**config.mk**
```make
export PLATFORM = sky130hd
export DESIGN_NAME = lpd_dev_flat
export DESIGN_NICKNAME = d
export VERILOG_FILES = /design/src/lpd_pkg.sv /design/src/lpd_frame_if.sv /design/src/lpd_chk_acc.sv /design/src/lpd_dev.sv /design/src/flat_wrapper.sv
export VERILOG_INCLUDE_DIRS = /design/src
export SDC_FILE = /design/constraint.sdc
export NUM_CORES = 1
export LEC_CHECK = 0
export BUFFER_PORTS_ARGS = -buffer_cell sky130_fd_sc_hd__buf_4
export CORE_ASPECT_RATIO = 0.5
export CORE_UTILIZATION = 23
export DETAILED_ROUTE_END_ITERATION = 10
export PLACE_DENSITY = 0.37
export SKIP_LAST_GASP = 1
export SLEW_MARGIN = 20
export SYNTH_ARGS = -nofsm -noshare
export SYNTH_HDL_FRONTEND = slang
export SYNTH_SLANG_ARGS = --single-unit
export TNS_END_PERCENT = 50
```
**constraint.sdc**
```tcl
create_clock -name pclk -period 6 [get_ports pclk]
set_input_delay 0 -clock pclk [delete_from_list [all_inputs] [get_ports pclk]]
set_output_delay 0 -clock pclk [all_outputs]
set_load 0.01 [all_outputs]
```
**src/lpd_cfg.svh**
```systemverilog
`ifndef LPD_CFG_SVH
`define LPD_CFG_SVH
// reserved identifiers, six content bits
`define LPD_ID_CMD      6'h3c
`define LPD_ID_READ     6'h3d
`define LPD_ID_EXT      6'h3f
// data-field codes
`define LPD_MARKER      8'h80
`define LPD_CMD_ASSIGN  7'h11
`define LPD_PTR_PREP    4'h8
`define LPD_FILL        8'hff
// frame lengths in data bytes
`define LPD_NB_LONG     4'h8
`define LPD_NB_ANS      4'h8
// controller register offsets
`define LPD_OFS_CTRL    8'h00
`define LPD_OFS_ARGS    8'h04
`define LPD_OFS_DYNIDS  8'h08
`define LPD_OFS_PTRS    8'h0c
`define LPD_OFS_STATUS  8'h10
`define LPD_OFS_RDLO    8'h14
`define LPD_OFS_RDHI    8'h18
// field positions
`define LPD_CTRL_GO     31
`define LPD_STAT_DONE   1
`endif

```
**src/lpd_pkg.sv**
```systemverilog
`include "lpd_cfg.svh"
`default_nettype none
package lpd_pkg;
   // frames the controller can issue
   typedef enum logic [1:0] {K_ASSIGN, K_PREP_SHORT, K_PREP_LONG, K_READ} lpd_kind_type;
   // device end states
   typedef enum logic [2:0] {DS_IDLE, DS_RX, DS_ANS, DS_TX, DS_DONE} lpd_dstate_type;
   // controller end states
   typedef enum logic [2:0] {MS_IDLE, MS_START, MS_DATA, MS_CHK, MS_WAIT, MS_END} lpd_mstate_type;

   // six content bits plus the two parity bits
   function automatic logic [7:0] lpd_protect(input logic [5:0] i);
      return {~(i[1] ^ i[3] ^ i[4] ^ i[5]), i[0] ^ i[1] ^ i[2] ^ i[4], i};
   endfunction : lpd_protect

   // eight-bit add with the carry folded back in
   function automatic logic [7:0] lpd_chk_add(input logic [7:0] s, input logic [7:0] b);
      logic [8:0] t;
      t = {1'b0, s} + {1'b0, b};
      return t[7:0] + {7'h00, t[8]};
   endfunction : lpd_chk_add

   // data length from identifier bits 5 and 4
   function automatic logic [3:0] lpd_nbytes(input logic [5:0] i);
      unique case (i[5:4])
         2'b10:   return 4'h4;
         2'b11:   return 4'h8;
         default: return 4'h2;
      endcase
   endfunction : lpd_nbytes
endpackage : lpd_pkg
`default_nettype wire
```
**src/lpd_frame_if.sv**
```systemverilog
`timescale 1ns/1ns
`default_nettype none
// frame-level link: controller owns the m_ group, device owns the s_ group
interface lpd_frame_if;
   logic       m_start;   // pulse, identifier on m_id
   logic [7:0] m_id;      // protected identifier
   logic       m_valid;   // pulse, one data or checksum byte
   logic [7:0] m_data;
   logic       m_end;     // pulse, frame over
   logic       s_valid;   // pulse, one response byte
   logic [7:0] s_data;
   modport master (output m_start, m_id, m_valid, m_data, m_end, input s_valid, s_data);
   modport slave  (input m_start, m_id, m_valid, m_data, m_end, output s_valid, s_data);
endinterface : lpd_frame_if
`default_nettype wire

```
**src/lpd_chk_acc.sv**
```systemverilog
`timescale 1ns/1ns
`default_nettype none
module lpd_chk_acc
   import lpd_pkg::*;
(
   input  wire logic       pclk,
   input  wire logic       presetn,
   input  wire logic       clr,      // restart the sum
   input  wire logic       add,      // fold din into the sum
   input  wire logic [7:0] din,
   output logic      [7:0] sum       // running sum, not yet inverted
);
   logic [7:0] sum_r;  // running sum

   // clear and add in one cycle starts a fresh sum with din
   always_ff @(posedge pclk or negedge presetn) begin
      if (!presetn) begin
         sum_r <= 8'h00;
      end else if (clr) begin
         sum_r <= add ? din : 8'h00;
      end else if (add) begin
         sum_r <= lpd_chk_add(sum_r, din);
      end
   end
   assign sum = sum_r;
endmodule : lpd_chk_acc
`default_nettype wire

```
**src/lpd_dev.sv**
```systemverilog
`timescale 1ns/1ns
`default_nettype none
`include "lpd_cfg.svh"
module lpd_dev
   import lpd_pkg::*;
(
   input  wire logic        pclk,
   input  wire logic        presetn,
   lpd_frame_if.slave       lnk,
   input  wire logic [6:0]  phys_addr,    // this node's physical address
   input  wire logic [63:0] ans_data,     // answer bytes, byte 0 in [7:0]
   input  wire logic [3:0]  tbl_ptr,      // table read-back pointer
   output logic             armed,        // armed for the next reading frame
   output logic      [6:0]  arm_cmd,      // command from the last preparing frame
   output logic             ans_req,      // pulse: present ans_data now
   output logic      [6:0]  ans_cmd,      // command to answer
   output logic             frame_err,    // pulse: bad parity, length or checksum
   output logic             ids_written,  // pulse: assignment frame stored
   output logic      [5:0]  tbl_id,       // identifier held at tbl_ptr
   output logic             tbl_valid     // slot at tbl_ptr has been assigned
);
   localparam int SLOTS = 16;             // one per four-bit pointer value

   lpd_dstate_type state_r;               // frame sequencer
   logic [7:0]     id_r;                  // identifier of current frame
   logic           id_ok_r;               // its parity was right
   logic [3:0]     nb_r;                  // expected data bytes
   logic [3:0]     cnt_r;                 // bytes seen or sent
   logic           chk_ok_r;              // checksum byte matched
   logic [7:0]     buf_r [8];             // received data bytes
   logic           arm_r;                 // preparing frame accepted
   logic [6:0]     cmd_r;                 // its command
   logic [63:0]    ans_r;                 // latched answer
   logic           s_valid_r;
   logic [7:0]     s_data_r;
   logic           err_r;
   logic           wr_r;
   logic [5:0]     slot_id_r [SLOTS];     // identifier table
   logic           slot_val_r [SLOTS];
   logic [5:0]     tbl_id_r;
   logic           tbl_val_r;
   logic [7:0]     acc_sum;
   logic           acc_add;
   logic [7:0]     acc_din;
   logic [5:0]     pr_id [4];             // unpacked assignment pairs
   logic [3:0]     pr_ptr [4];

   // parity check and early classification of the arriving identifier
   logic start_ok;
   logic rd_hit;
   logic [5:0] id6;
   assign start_ok = (lpd_protect(lnk.m_id[5:0]) == lnk.m_id);
   // indirect read answered only when the previous frame armed us
   assign rd_hit = start_ok && (lnk.m_id[5:0] == `LPD_ID_READ) && arm_r;
   assign id6 = id_r[5:0];

   // frame finished cleanly: right length, parity and checksum
   logic fin;
   logic rx_end;
   assign rx_end = (state_r == DS_RX) && lnk.m_end;
   assign fin = rx_end && id_ok_r && (cnt_r == nb_r + 4'h1) && chk_ok_r;

   // the ANS byte being sent this cycle
   logic [7:0] tx_byte;
   assign tx_byte = ans_r[{cnt_r[2:0], 3'b000} +: 8];

   // short preparing frame: identifier must sit in the preparing slot
   logic reserved_id;
   logic short_prep;
   assign reserved_id = (id6 == `LPD_ID_CMD) || (id6 == `LPD_ID_READ) || (id6 == `LPD_ID_EXT);
   assign short_prep = fin && !reserved_id
                    && slot_val_r[`LPD_PTR_PREP] && (slot_id_r[`LPD_PTR_PREP] == id6)
                    && buf_r[0][7] && buf_r[1][7] && (buf_r[1][6:0] == phys_addr);

   // long frames on the command identifier, gated by the marker byte
   logic long_cmd;
   logic assign_f;
   logic long_prep;
   assign long_cmd = fin && (id6 == `LPD_ID_CMD) && (buf_r[0] == `LPD_MARKER) && buf_r[1][7];
   // broadcast bit clear means store regardless of address
   assign assign_f = long_cmd && (buf_r[1][6:0] == `LPD_CMD_ASSIGN)
                  && (!buf_r[2][7] || (buf_r[2][6:0] == phys_addr));
   assign long_prep = long_cmd && (buf_r[1][6:0] != `LPD_CMD_ASSIGN)
                   && buf_r[2][7] && (buf_r[2][6:0] == phys_addr);

   // pair extraction, lsb first within each byte
   always_comb begin
      pr_ptr[0] = buf_r[3][3:0];
      pr_id[0]  = {buf_r[4][1:0], buf_r[3][7:4]};
      pr_ptr[1] = buf_r[4][5:2];
      pr_id[1]  = {buf_r[5][3:0], buf_r[4][7:6]};
      pr_ptr[2] = buf_r[5][7:4];
      pr_id[2]  = buf_r[6][5:0];
      pr_ptr[3] = {buf_r[7][1:0], buf_r[6][7:6]};
      pr_id[3]  = buf_r[7][7:2];
   end

   // sequencer; a new identifier always restarts it, even mid-frame
   always_ff @(posedge pclk or negedge presetn) begin
      if (!presetn) begin
         state_r <= DS_IDLE;
         id_r    <= 8'h00;
         id_ok_r <= 1'b0;
         nb_r    <= 4'h0;
         cnt_r   <= 4'h0;
      end else if (lnk.m_start) begin
         id_r    <= lnk.m_id;
         id_ok_r <= start_ok;
         nb_r    <= lpd_nbytes(lnk.m_id[5:0]);
         cnt_r   <= 4'h0;
         state_r <= rd_hit ? DS_ANS : DS_RX;
      end else if (lnk.m_end) begin
         state_r <= DS_IDLE;
      end else begin
         unique case (state_r)
            DS_IDLE: state_r <= DS_IDLE;
            DS_RX: begin
               // saturate so an over-long frame cannot wrap to a legal count
               if (lnk.m_valid && cnt_r != 4'hf) begin
                  cnt_r <= cnt_r + 4'h1;
               end
            end
            DS_ANS:  state_r <= DS_TX;
            DS_TX: begin
               cnt_r <= cnt_r + 4'h1;
               if (cnt_r == `LPD_NB_ANS) begin
                  state_r <= DS_DONE;
               end
            end
            DS_DONE: state_r <= DS_DONE;
         endcase
      end
   end

   // data capture and checksum comparison
   always_ff @(posedge pclk or negedge presetn) begin
      if (!presetn) begin
         for (int i = 0; i < 8; i++) begin
            buf_r[i] <= 8'h00;
         end
         chk_ok_r <= 1'b0;
      end else if (lnk.m_start) begin
         chk_ok_r <= 1'b0;
      end else if (state_r == DS_RX && lnk.m_valid) begin
         if (cnt_r < nb_r) begin
            buf_r[cnt_r[2:0]] <= lnk.m_data;
         end else if (cnt_r == nb_r) begin
            chk_ok_r <= (~acc_sum == lnk.m_data);
         end
      end
   end

   // arming: any new frame disarms, so only the next frame can be answered
   always_ff @(posedge pclk or negedge presetn) begin
      if (!presetn) begin
         arm_r <= 1'b0;
         cmd_r <= 7'h00;
      end else if (lnk.m_start) begin
         arm_r <= 1'b0;
      end else if (short_prep) begin
         arm_r <= 1'b1;
         cmd_r <= buf_r[0][6:0];
      end else if (long_prep) begin
         arm_r <= 1'b1;
         cmd_r <= buf_r[1][6:0];
      end
   end

   // answer: latch user data, then eight bytes and the checksum
   always_ff @(posedge pclk or negedge presetn) begin
      if (!presetn) begin
         ans_r     <= 64'h0;
         s_valid_r <= 1'b0;
         s_data_r  <= 8'h00;
      end else begin
         s_valid_r <= (state_r == DS_TX) && !lnk.m_start && !lnk.m_end;
         if (state_r == DS_ANS) begin
            ans_r <= ans_data;
         end
         if (state_r == DS_TX) begin
            s_data_r <= (cnt_r < `LPD_NB_ANS) ? tx_byte : ~acc_sum;
         end
      end
   end

   // one accumulator serves receive and transmit, never both at once
   assign acc_add = ((state_r == DS_RX) && lnk.m_valid && (cnt_r < nb_r))
                 || ((state_r == DS_TX) && (cnt_r < `LPD_NB_ANS));
   assign acc_din = (state_r == DS_TX) ? tx_byte : lnk.m_data;

   lpd_chk_acc u_acc (
      .pclk    (pclk),
      .presetn (presetn),
      .clr     (lnk.m_start),
      .add     (acc_add),
      .din     (acc_din),
      .sum     (acc_sum)
   );

   // identifier table: each slot watches all four pairs; the later pair wins a tie
   for (genvar s = 0; s < SLOTS; s++) begin : g_slot
      always_ff @(posedge pclk or negedge presetn) begin
         if (!presetn) begin
            slot_id_r[s]  <= 6'h00;
            slot_val_r[s] <= 1'b0;
         end else if (assign_f) begin
            for (int k = 0; k < 4; k++) begin
               if (pr_ptr[k] == 4'(s)) begin
                  slot_id_r[s]  <= pr_id[k];
                  slot_val_r[s] <= 1'b1;
               end
            end
         end
      end
   end

   // status pulses and table read-back
   always_ff @(posedge pclk or negedge presetn) begin
      if (!presetn) begin
         err_r     <= 1'b0;
         wr_r      <= 1'b0;
         tbl_id_r  <= 6'h00;
         tbl_val_r <= 1'b0;
      end else begin
         err_r     <= rx_end && !fin;
         wr_r      <= assign_f;
         tbl_id_r  <= slot_id_r[tbl_ptr];
         tbl_val_r <= slot_val_r[tbl_ptr];
      end
   end

   assign lnk.s_valid = s_valid_r;
   assign lnk.s_data  = s_data_r;
   assign armed       = arm_r;
   assign arm_cmd     = cmd_r;
   assign ans_req     = (state_r == DS_ANS);
   assign ans_cmd     = cmd_r;
   assign frame_err   = err_r;
   assign ids_written = wr_r;
   assign tbl_id      = tbl_id_r;
   assign tbl_valid   = tbl_val_r;
endmodule : lpd_dev
`default_nettype wire

```
**src/flat_wrapper.sv**
```systemverilog
// flat-port wrapper written by rule: the top's interface ports become plain ports
module lpd_dev_flat import lpd_pkg::*;
  (pclk, presetn, phys_addr, ans_data, tbl_ptr, armed, arm_cmd, ans_req, ans_cmd, frame_err, ids_written, tbl_id, tbl_valid, lnk_m_start, lnk_m_id, lnk_m_valid, lnk_m_data, lnk_m_end, lnk_s_valid, lnk_s_data);
  lpd_frame_if lnk_i ();
  input  wire logic pclk;
  input  wire logic presetn;
  input  wire logic [6:0] phys_addr;
  input  wire logic [63:0] ans_data;
  input  wire logic [3:0] tbl_ptr;
  output logic armed;
  output logic      [6:0] arm_cmd;
  output logic ans_req;
  output logic      [6:0] ans_cmd;
  output logic frame_err;
  output logic ids_written;
  output logic      [5:0] tbl_id;
  output logic tbl_valid;
  input wire logic [$bits(lnk_i.m_start)-1:0] lnk_m_start;
  input wire logic [$bits(lnk_i.m_id)-1:0] lnk_m_id;
  input wire logic [$bits(lnk_i.m_valid)-1:0] lnk_m_valid;
  input wire logic [$bits(lnk_i.m_data)-1:0] lnk_m_data;
  input wire logic [$bits(lnk_i.m_end)-1:0] lnk_m_end;
  output wire logic [$bits(lnk_i.s_valid)-1:0] lnk_s_valid;
  output wire logic [$bits(lnk_i.s_data)-1:0] lnk_s_data;
  assign lnk_i.m_start = lnk_m_start;
  assign lnk_i.m_id = lnk_m_id;
  assign lnk_i.m_valid = lnk_m_valid;
  assign lnk_i.m_data = lnk_m_data;
  assign lnk_i.m_end = lnk_m_end;
  assign lnk_s_valid = lnk_i.s_valid;
  assign lnk_s_data = lnk_i.s_data;
  lpd_dev u_core (.pclk(pclk), .presetn(presetn), .lnk(lnk_i), .phys_addr(phys_addr), .ans_data(ans_data), .tbl_ptr(tbl_ptr), .armed(armed), .arm_cmd(arm_cmd), .ans_req(ans_req), .ans_cmd(ans_cmd), .frame_err(frame_err), .ids_written(ids_written), .tbl_id(tbl_id), .tbl_valid(tbl_valid));
endmodule
```
* Word-level counts from Yosys, hierarchy flattened
Index checks and enable logic that the tools add are counted.
** Word-level totals
- Bits in registers :: 293
- Word-level logic and storage cells :: 410
** Operators by class
- Muxes and demuxes :: 161
- Order comparisons :: 5
- Add/sub/neg operators :: 4
- Equal/unequal tests :: 86
- Reductions and logical operators :: 86
- Shift-type cells :: 1
- Bitwise logic cells :: 11
** Operator list (number)
- $mux W6 :: 66
- $eq A4 B4 Y1 const B :: 33
- $mux W1 :: 73
- $bwmux W64 :: 1
- $eq A4 B3 Y1 const B :: 16
- $reduce_bool A4 Y1 :: 16
- $shiftx A64 B7 Y8 :: 1
- $mux W8 :: 6
- $reduce_and A2 Y1 :: 18
- $eq A4 B2 Y1 const B :: 8
- $logic_and A1 B1 Y1 :: 28
- $bmux W6 S4 :: 1
- $demux W8 S3 :: 1
- $eq A6 B6 Y1 const B :: 4
- $eq A4 B1 Y1 const B :: 4
- $logic_not A4 Y1 :: 4
- $pmux W4 S2 :: 2
- $eq A7 B7 Y1 :: 2
- $mux W7 :: 2
- $mux W4 :: 3
- $pmux W3 S4 :: 1
- $add A8 B8 Y9 :: 1
- $mux W3 :: 3
- $reduce_and A3 Y1 :: 3
- other kinds (35) :: 57

* Logic depth before layout (Yosys ltp)
Gate-level depths: netlist (run 1).
- Depth after elaboration :: 14
- Gate-level depth with buffers :: 21
- Depth with buffers taken out :: 19

* Modules after synthesis
A second synthesis (run 1) with hierarchy kept.
** Unflattened totals
- Cell total of the unflattened synthesis :: 1698
- Area, all modules :: 17465.5 µm²
** By module, submodules not included
- lpd_dev :: instances 1, area each 16574.6 µm², cells each 1598, sequential area each 7106.8 µm²
- lpd_chk_acc :: instances 1, area each 890.9 µm², cells each 100, sequential area each 200.2 µm²

* Worst setup path before layout (run 1)
No wires, ideal clock.
- Path kind :: register to register
- From :: reg u_core.cnt_r[1]
- To :: reg u_core.u_acc.sum_r[5], in the netlist u_core.u_acc.sum[5]
- Cell stages (with the launch flop) :: 20
- Data arrival time :: 3.953 ns
- Path buffers :: 1
- Slack :: 1.918 ns
- Period minus slack after synthesis :: 4.082 ns
- Setup time :: 0.129 ns
- Cell sequence :: dfrtp_1 buf_2 mux4_2 mux2i_1 o21ai_0 ha_1 fa_1 a21o_1 a31o_2 a21oi_1 nor2b_1 o21ai_0 nand2b_1 ha_1 nand2_1 nor4b_2 o221a_2 nand3_1 xnor2_1 o21ai_0
** On the way
- Longest elaborated chain between the ends :: 6
** RTL lines
- from (decl) :: line lpd_dev.sv:28 : logic [3:0] cnt_r;
- from (signal assigned) :: line lpd_dev.sv:120 : cnt_r <= cnt_r + 4'h1;
- from (signal assigned) :: line lpd_dev.sv:125 : cnt_r <= cnt_r + 4'h1;
- $shiftx A64 B7 Y8 :: line lpd_dev.sv:65 : assign tx_byte = ans_r[{cnt_r[2:0], 3'b000} +: 8];
- $mux W8 :: line lpd_dev.sv:189 : assign acc_din = (state_r == DS_TX) ? tx_byte : lnk.m_data;
- $add A8 B8 Y9 :: line lpd_pkg.sv:19 : t = {1'b0, s} + {1'b0, b};
- $add A8 B1 Y8 :: line lpd_pkg.sv:20 : return t[7:0] + {7'h00, t[8]};
- $mux W8 :: line lpd_chk_acc.sv:21 : end else if (add) begin
- $mux W8 :: line lpd_chk_acc.sv:19 : end else if (clr) begin
- to (signal assigned) :: line lpd_chk_acc.sv:20 : sum_r <= add ? din : 8'h00;
- to (signal assigned) :: line lpd_chk_acc.sv:22 : sum_r <= lpd_chk_add(sum_r, din);
- to (decl) :: line lpd_chk_acc.sv:13 : logic [7:0] sum_r;
Several ways; a longest one is shown, not always the timed one. The select of a mux whose other input is x is not followed.
A chain may end at the register's enable or synchronous reset.

* Worst setup path in the final report (run 1)
- From :: reg u_core.cnt_r[2]
- To :: reg u_core.u_acc.sum_r[5], in the netlist u_core.u_acc.sum[5]
Same word-level chain as after synthesis.

==> impl_metrics.py, run 1 <==
metrics = {
    "drt": {
        "routed_wl_um": 58800,
        "drt_pre_antenna_iters": 5,
        "drtAntennaViolNets": 0,
        "drcViolationCount": 0,
        "post_drt_via_cell_ratio": 4.57,
        "dr_total_vias": 12800,
        "drt-initial-drc-count": 657,
        "routedWlPerCell_um": 21.0,
    },
    "grt": {
        "grt_antenna_before_repair": 2,
        "grt_pass1_wl_um": 88600,
        "grt_max_degree": 121,
        "first_global_vias": 13100,
        "track_usage_pct": 15.5,
        "overflow": 0,
    },
    "setup_path": {
        "path_cells": "mux4_2 > mux2i_1 > o21ai_0 > ha_1 > fa_1 > a21o_1 > a31o_2 > a21oi_1 > nor2b_1 > o21ai_0 > nand2b_1 > ha_1 > nand2_1 > nor4b_2 > o221a_2 > nand3_1 > xnor2_1 > o21ai_0",
        "cp.required_ns": 6.42,
        "rrSetupSlack_ns": 1.33,
        "reg2regPathDepth": 18,
        "cp_num_cells": 18,
        "cp.buffers_inverters": 0,
        "critPathLaunchType": "flip-flop",
        "r2r-end": "u_core.u_acc.sum[5]",
        "cp_common_cell": "o21ai_0",
        "worstSetupPathType": "reg2reg",
        "cp.arrival_ns": 5.09,
        "cp_top_family": "compound AO/OA/AOI/OAI gates",
        "worstPathMaxFanout": 22,
        "worstSetupEndpoint": "u_core.u_acc.sum[5]",
        "max_stage_delay_ns": 0.88,
        "r2r_start": "u_core.cnt_r[2]",
        "endpoint_kind": "flip-flop",
        "crit_slowest_cell": "dfrtp_1",
        "setup.worst_path.start": "u_core.cnt_r[2]",
    },
    "clock_network": {
        "root_buffer": "clkbuf_16",
        "cts_max_path_buffers": 3,
        "numCtsBuffers": 35,
        "cts_tree": "yes",
        "cts_resized": 0,
        "cts.sinks": 292,
        "post-cts-setup-buffer-count": 0,
        "clk_latency_ns": 0.56,
        "cts_max_level": 2,
        "ctsHoldBuffers": 93,
        "path_clk_slew_ns": 0.06,
    },
    "floorplan": {
        "die_h_um": 197,
        "start_util_pct": 23.6,
        "pin_count": 130,
        "die_w_um": 391,
        "fp-row-count": 70,
        "die_area_um2": 77000,
        "fp.coreArea_um2": 74000,
    },
    "synth": {
        "synth_edf_count": 0,
        "yosys-top-cells-area": "dfrtp_1 (42%), mux2_2 (13%), mux2i_1 (6.4%), mux4_2 (6.1%), o21ai_0 (5.3%)",
        "yosysSeqAreaShare_pct": 41.9,
        "yosysTopAreaCellShare_pct": 41.9,
        "ys_seq_elements": 292,
        "syn-cell-area_um2": 17400,
        "synth-main-ff-cell": "dfrtp_1",
        "ys.warnings.count": 0,
        "syn_avg_cell_area_um2": 10.6,
        "syn_inst": 1646,
        "async_flop_share_pct": 100,
        "synth_nets": 1759,
        "yosysTopAreaCell": "dfrtp_1",
        "ys_types": 72,
    },
    "cells_and_area": {
        "drive_above_1_share_pct": 28.0,
        "area_delta_synth_final_pct": 21.7,
        "nFillCells": 7719,
        "final_common_cell": "dfrtp_1",
        "final_cell_mix": "dfrtp_1 (292), nand2_1 (208), mux2_2 (201)",
        "n_antenna_cell": 0,
        "fin_util_pct": 28.7,
        "layout.nets": 1885,
    },
    "timing": {
        "hold_viol_final": 0,
        "worst_slack_ns": 1.33,
        "setup_viol": 0,
        "min_period_over_period_pct": 77.8,
        "maxSlewViolCount": 0,
        "fin_worst_skew_ns": 0.0165,
        "fmax_mhz": 214,
        "finalSetupTns_ns": 0,
        "grt_setup_unrepaired": "no",
        "tightest_slew_ns": 1.08,
        "post-route-min-period_ns": 4.67,
        "slew_headroom_pct": 28.1,
    },
    "power": {
        "p_per_area_nw_per_um2": 220,
        "vdd_ir_drop_max_mv": 0.153,
        "power.total_mw": 4.66,
        "leakage_nw": 9.87,
    },
    "hold_path": {
        "holdCritPathClass": "in2async",
    },
    "placed_design": {
        "gp_congestion": 0.841,
        "dp_hpwl_um": 40300,
        "place_ws_ns": 1.35,
        "io_buffers": 129,
    },
    "flow_run": {
        "maxCapViolCount": 0,
    },
    "outcome": {
        "status": "finished clean",
    },
}
==> cell families (layout without fill, tap and decap cells) <==
group           Yosys count  count (layout)  synth area share (%)
simple gates            420             420                  11.3
mux                     409             409                  28.9
flops                   292             292                  41.9
compound gates          288             288                  10.1
buf+inv                 171             318                  4.15
xor+xnor                 49              49                  2.46
fa+ha+maj                17              17                  1.26
==> worst min-delay path by stage <==
stage | startpoint | to | slack, ns | cells past startpoint
3_5_place_dp | presetn | u_core.ans_r[46] | 0.02 | 1
3_3_place_gp | presetn | u_core.ans_r[55] | 0.02 | 1
6_report | presetn | u_core.ans_r[63] | 0.02 | 2
2_1_floorplan | presetn | u_core.ans_cmd[0] | -0.30 | 0
5_1_grt | presetn | u_core.ans_r[63] | 0.05 | 2
4_1_cts | presetn | u_core.ans_r[63] | 0.008 | 2
==> metal layers <==
metal	part of all wire, %	global-route usage, %	routed length (um)
met4	2.4	4.63	1430
met3	3.3	2.14	1930
met2	47	25.3	27600
met5	0	0	0
met1	47	21.4	27800
==> cells in the mapped netlist, drive strengths merged, types with 27 or more instances <==
library cell,number
a21oi,54
buf,48
clkbuf,99
dfrtp,292
mux2,251
mux2i,111
mux4,47
nand2,210
nor2,84
o21ai,187
xor2,27
==> cell type report <==
cell class,instances,area (um2),area share (%)
timing repair buffer,236,2020,9.54
inverter,24,90.1,0.424
clock inverter,6,61.3,0.289
clock buffer,52,1050,4.96
multi-input combinational,1183,9430,44.4
tap,1008,1260,5.94
sequential,292,7310,34.4
==> worst reg2reg max path: stages, from the launching register on <==
cell,delay [ns]
dfrtp_1,0.88
mux4_2,0.42
mux2i_1,0.34
o21ai_0,0.20
ha_1,0.27
fa_1,0.45
a21o_1,0.21
a31o_2,0.25
a21oi_1,0.23
nor2b_1,0.07
o21ai_0,0.15
nand2b_1,0.11
ha_1,0.20
nand2_1,0.11
nor4b_2,0.09
o221a_2,0.28
nand3_1,0.09
xnor2_1,0.12
o21ai_0,0.09
==> power by group <==
group / switching, mW / internal [mW]
clock: 0.883 / 1.25
sequential: 0.0593 / 2.02
combinational: 0.226 / 0.223
total: 1.17 / 3.49
==> flip-flops by register name (all words and copies together) (netlist names) <==
signal              flops
u_core.u_acc.sum        8
u_core.ans_cmd          7
u_core.slot_val_r      16
u_core.armed            1
u_core.slot_id_r       96
u_core.id_ok_r          1
u_core.lnk.s_data       8
u_core.frame_err        1
u_core.id_r             6
u_core.chk_ok_r         1
u_core.cnt_r            4
u_core.ans_r           64
u_core.tbl_valid        1
u_core.nb_r             3
u_core.state_r          3
u_core.buf_r           64
u_core.lnk.s_valid      1
u_core.ids_written      1
u_core.tbl_id           6
==> through the flow <==
step / instance area [um2] / hold WS (ns) / cells
6_report: 21200 / 0.0177 / 2801
5_1_grt: 21200 / 0.0510 / 2801
4_1_cts: 21200 / 0.00828 / 2801
3_5_place_dp: 19200 / 0.0185 / 2650
3_3_place_gp: 19200 / 0.0230 / 2650
2_1_floorplan: 17400 / -0.296 / 1646
(Power assumes the default switching activity.)
==> run 2, diff against run 1 <==
PLACE_DENSITY = 0.38   (was 0.37)
clock period = 4.05 ns   (was 6 ns; I/O delays follow)
==> impl_metrics.py, run 2 (synthesized netlist as in run 1, its figures left out) <==
metrics = {
    "clock_network": {
        "cts.sinks": 292,
        "path_clk_slew_ns": 0.06,
        "clk_latency_ns": 0.60,
        "cts_max_level": 1,
        "root_buffer": "clkbuf_16",
        "cts_tree": "yes",
        "numCtsBuffers": 30,
        "cts_max_path_buffers": 3,
    },
    "cells_and_area": {
        "area_delta_synth_final_pct": 24.2,
        "final_common_cell": "dfrtp_1",
        "top_register": "u_core.slot_id_r",
        "n_antenna_cell": 0,
        "drive_above_1_share_pct": 30.4,
        "largest_register_ff_count": 96,
        "final_cell_mix": "dfrtp_1 (290), nand2_1 (207), mux2_2 (200)",
        "layout_top_registers": "u_core.slot_id_r x96, u_core.ans_r x64, u_core.buf_r x64",
        "layout.nets": 1930,
    },
    "timing": {
        "timing.hold.ws_ns": 0.0888,
        "fmax_mhz": 263,
        "setup_viol": 0,
        "worst_slack_ns": 0.243,
        "post-route-min-period_ns": 3.81,
        "hold_viol_final": 0,
        "maxSlewViolCount": 0,
        "grt_setup_unrepaired": "no",
        "tightest_slew_ns": 1.02,
        "min_period_over_period_pct": 94.0,
        "fin_worst_skew_ns": 0.0168,
        "slew_headroom_pct": 32.0,
        "finalSetupTns_ns": 0,
    },
    "floorplan": {
        "die_area_um2": 77000,
        "fp-row-count": 70,
        "die_w_um": 391,
        "die_h_um": 197,
        "start_util_pct": 23.6,
        "pin_count": 130,
        "fp.coreArea_um2": 74000,
    },
    "setup_path": {
        "reg2regPathDepth": 19,
        "cp_num_cells": 19,
        "cp_top_family": "compound AO/OA/AOI/OAI gates",
        "cp.required_ns": 4.51,
        "path_cells": "mux4_2 > mux2i_1 > buf_4 > o21ai_1 > ha_2 > fa_2 > a21o_1 > a31o_2 > a21oi_2 > nor2b_1 > o21ai_1 > nand2b_1 > ha_2 > nand2_2 > nor4b_4 > o221a_2 > nand3_1 > xnor2_1 > o21ai_0",
        "endpoint_kind": "flip-flop",
        "worstSetupPathType": "reg2reg",
        "max_stage_delay_ns": 0.52,
        "critPathLaunchType": "flip-flop",
        "rrSetupSlack_ns": 0.24,
        "worstPathMaxFanout": 4,
        "cp.arrival_ns": 4.27,
        "cp.buffers_inverters": 1,
        "crit_slowest_cell": "mux4_2",
    },
    "placed_design": {
        "gp_congestion": 0.852,
        "place_ws_ns": -0.147,
        "dp_hpwl_um": 40100,
        "io_buffers": 129,
    },
    "hold_path": {
        "hold-path-cell-count": 6,
        "holdCritPathClass": "in2reg",
    },
    "drt": {
        "drt_pre_antenna_iters": 5,
        "drtAntennaViolNets": 0,
        "routedWlPerCell_um": 20.5,
        "drt-initial-drc-count": 574,
        "routed_wl_um": 58300,
        "drcViolationCount": 0,
        "post_drt_via_cell_ratio": 4.52,
        "dr_total_vias": 12900,
    },
    "power": {
        "p_per_area_nw_per_um2": 319,
        "vdd_ir_drop_max_mv": 0.294,
        "leakage_nw": 10.1,
    },
    "grt": {
        "first_global_vias": 13200,
        "overflow": 0,
        "grt_max_degree": 69,
        "track_usage_pct": 15.3,
        "grt_pass1_wl_um": 88400,
        "grt_antenna_before_repair": 1,
    },
    "outcome": {
        "status": "finished clean",
    },
    "flow_run": {
        "maxCapViolCount": 0,
    },
}
## run 2: cell count changes in the layout (fill, tap and decap cells not counted), moves of 4 or more
cell / delta
clkbuf_16: -6
bufinv_16: +4
buf_4: +46
o21ai_1: +4
## run 2: worst reg2reg max path, stage by stage (launching register included)
cell and delay [ns]:
dfrtp_2 0.43, mux4_2 0.52, mux2i_1 0.15, buf_4 0.14, o21ai_1 0.08, ha_2 0.21, fa_2 0.37, a21o_1 0.19
a31o_2 0.25, a21oi_2 0.14, nor2b_1 0.06, o21ai_1 0.12, nand2b_1 0.11, ha_2 0.20, nand2_2 0.09, nor4b_4 0.06
o221a_2 0.28, nand3_1 0.09, xnor2_1 0.11, o21ai_0 0.08
## run 2: per-stage QoR
step           cell area [um2]  power [mW]  std cells  utilization [%]
6_report                 21700        6.91       2848             29.3
5_1_grt                  21700        7.22       2848             29.3
4_1_cts                  21600        7.03       2842             29.2
3_5_place_dp             19500        3.78       2692             26.4
3_3_place_gp             19500        3.78       2692             26.4
2_1_floorplan            17400        3.46       1646                -
## run 2: timing repair
item,in CTS,in global routing
resized for setup,8,13
pin swaps,1,7
setup buffers,1,6
hold buffers,94,0
endpoints found under the hold margin,448,0
endpoints found under the setup margin,2,7
## run 2: final timing paths
kind / start / end
worst min-delay path: lnk_m_id[7] / u_core.id_ok_r
worst max register to register: u_core.cnt_r[1] / u_core.u_acc.sum[5]
max in group asynchronous: presetn / u_core.buf_r[50]
worst max-delay path: u_core.cnt_r[1] / u_core.u_acc.sum[5]
worst min register to register: u_core.slot_val_r[3] / u_core.slot_val_r[3]
min in group asynchronous: presetn / u_core.buf_r[13]
## run 2: area by class of cell
class	count	area (um2)
clock inverter	11	180
fill	7655	52300
clock buffer	44	905
sequential	292	7310
timing repair buffer	286	2460
inverter	24	90.1
tap	1008	1260
multi-input combinational	1183	9470
## run 2: report_power, final
part	leakage, nW	switching [mW]	internal, mW
logic	5.57	0.349	0.373
registers	4.02	0.0882	2.99
clock network	0.540	1.26	1.85
## run 2: routing by layer
layer  track usage (%)  routed length [um]  share of wire (%)  vias up
met3              1.96                1600                2.7       58
met5                 0                   0                  0        -
met1              21.2               28100                 48     6436
met4              2.95                1040                1.8        0
met2              25.5               27600                 47      172
li1                  -                   -                  -     6203
==> run 3, diff against run 2 <==
CORE_MARGIN = 2   (was unset)
PLACE_DENSITY = 0.37   (was 0.38)
clock period = 3.83 ns   (was 4.05 ns; I/O delays follow)
==> impl_metrics.py, run 3 (synthesized netlist as in run 1, its figures left out) <==
metrics = {
    "setup_path": {
        "worstPathMaxFanout": 4,
        "critPathLaunchType": "flip-flop",
        "cp.arrival_ns": 4.18,
        "rrSetupSlack_ns": 0.09,
        "endpoint_kind": "flip-flop",
        "cp.required_ns": 4.26,
        "worstSetupPathType": "reg2reg",
    },
    "clock_network": {
        "cts.sinks": 292,
        "numCtsBuffers": 35,
        "root_buffer": "clkbuf_16",
        "cts_max_path_buffers": 3,
        "cts_tree": "yes",
        "cts_max_level": 2,
        "clk_latency_ns": 0.56,
        "path_clk_slew_ns": 0.06,
    },
    "cells_and_area": {
        "area_delta_synth_final_pct": 26.0,
        "final_common_cell": "dfrtp_1",
        "nFillCells": 7858,
        "final_cell_mix": "dfrtp_1 (290), buf_4 (209), nand2_1 (206)",
        "fin_util_pct": 29.3,
        "top_register": "u_core.slot_id_r",
        "final_cell_area_um2": 22000,
        "drive_above_1_share_pct": 31.9,
        "layout.nets": 1957,
        "largest_register_ff_count": 96,
        "layout_top_registers": "u_core.slot_id_r x96, u_core.ans_r x64, u_core.buf_r x64",
    },
    "floorplan": {
        "die_w_um": 393,
        "fp-row-count": 71,
        "die_h_um": 199,
        "pin_count": 130,
        "fp.coreArea_um2": 75100,
        "die_area_um2": 78200,
        "start_util_pct": 23.2,
    },
    "placed_design": {
        "gp_congestion": 0.812,
        "dp_hpwl_um": 41600,
        "io_buffers": 129,
        "dpl_cell_area_um2": 19700,
    },
    "grt": {
        "grt_antenna_before_repair": 1,
        "track_usage_pct": 15.3,
        "overflow": 0,
        "grt_max_degree": 78,
        "grt_pass1_wl_um": 90100,
        "first_global_vias": 13300,
    },
    "timing": {
        "finalSetupTns_ns": 0,
        "grt_setup_unrepaired": "yes",
        "tightest_slew_ns": 1.02,
        "slew_headroom_pct": 32.0,
        "setup_viol": 0,
        "fmax_mhz": 267,
        "maxSlewViolCount": 0,
        "hold_viol_final": 0,
        "min_period_over_period_pct": 97.7,
        "post-route-min-period_ns": 3.74,
        "fin_worst_skew_ns": 0.0231,
    },
    "drt": {
        "drt-initial-drc-count": 529,
        "drtAntennaViolNets": 0,
        "routedWlPerCell_um": 20.7,
        "routed_wl_um": 59900,
        "post_drt_via_cell_ratio": 4.50,
        "drcViolationCount": 0,
        "drt_pre_antenna_iters": 5,
        "dr_total_vias": 13000,
    },
    "hold_path": {
        "holdCritPathClass": "in2async",
    },
    "outcome": {
        "status": "finished clean",
    },
    "power": {
        "vdd_ir_drop_max_mv": 0.234,
        "leakage_nw": 10.3,
        "p_per_area_nw_per_um2": 342,
    },
    "flow_run": {
        "maxCapViolCount": 0,
    },
}
run 3: changes by cell type in the layout (fill, tap and decap cells not counted), sizes merged, moves of 2 or more:
cell / previous run / this run
buf: 193 / 214
bufinv: 5 / 2
clkbuf: 44 / 53
clkinvlp: 0 / 2
run 3: layer usage:
layer | routed length, um | track usage (%) | up-vias
li1 | - | - | 6235
met1 | 29300 | 21.5 | 6534
met2 | 27700 | 25.1 | 197
met3 | 1740 | 1.91 | 71
met4 | 1210 | 3.83 | 0
met5 | 0 | 0 | -
run 3: repair_timing:
item	4_1_cts	5_1_grt
hold buffers	94	0
setup buffers	2	1
setup endpoints to repair	7	7
endpoints found under the hold margin	249	0
resized for setup	15	17
pin swaps	7	12
run 3: critical path, cell delays in order, from the launching register on:
cell	delay [ns]
dfrtp_2	0.42
mux4_2	0.53
mux2i_2	0.16
buf_4	0.16
o21ai_4	0.07
ha_4	0.18
fa_2	0.35
a21o_1	0.18
a31o_2	0.24
a21oi_2	0.15
nor2b_1	0.06
o21ai_1	0.13
nand2b_1	0.11
ha_2	0.18
nand2_2	0.08
nor4b_4	0.06
o221a_2	0.27
nand3_1	0.09
xnor2_1	0.12
o21ai_1	0.07
run 3: layout make-up:
type	count	area (um2)	share of cell area (%)
Inverter	24	90.1	0.410
Multi-Input combinational cell	1183	9530	43.4
Timing Repair Buffer	308	2590	11.8
Tap cell	1022	1280	5.82
Clock buffer	53	1050	4.80
Antenna cell	1	2.50	0.0114
Clock inverter	11	129	0.586
Sequential cell	292	7310	33.2
run 3: final timing paths:
path	startpoint	to	cells after the start
setup / recovery	u_core.cnt_r[1]	u_core.u_acc.sum[5]	19
max in group asynchronous	presetn	u_core.id_r[1]	3
hold reg to reg	u_core.slot_val_r[5]	u_core.slot_val_r[5]	1
min in group pclk	lnk_m_id[7]	u_core.id_ok_r	6
hold / removal	presetn	u_core.ans_r[54]	2
setup reg to reg	u_core.cnt_r[1]	u_core.u_acc.sum[5]	19
run 3: power by group:
group          switching (mW)  internal (mW)
combinational           0.385          0.409
sequential             0.0929           3.16
clock                    1.42           2.05
run 3: stage by stage:
stage	hold slack (ns)	setup slack, ns	total power, mW	std cells
3_3_place_gp	0.0460	-0.0892	4.02	2732
3_5_place_dp	0.0535	-0.187	4.01	2732
5_1_grt	0.0839	-0.123	7.85	2893
6_report	0.0293	0.0863	7.52	2894
4_1_cts	0.0395	0.00632	7.64	2892
2_1_floorplan	-0.296	0.0206	3.66	1646
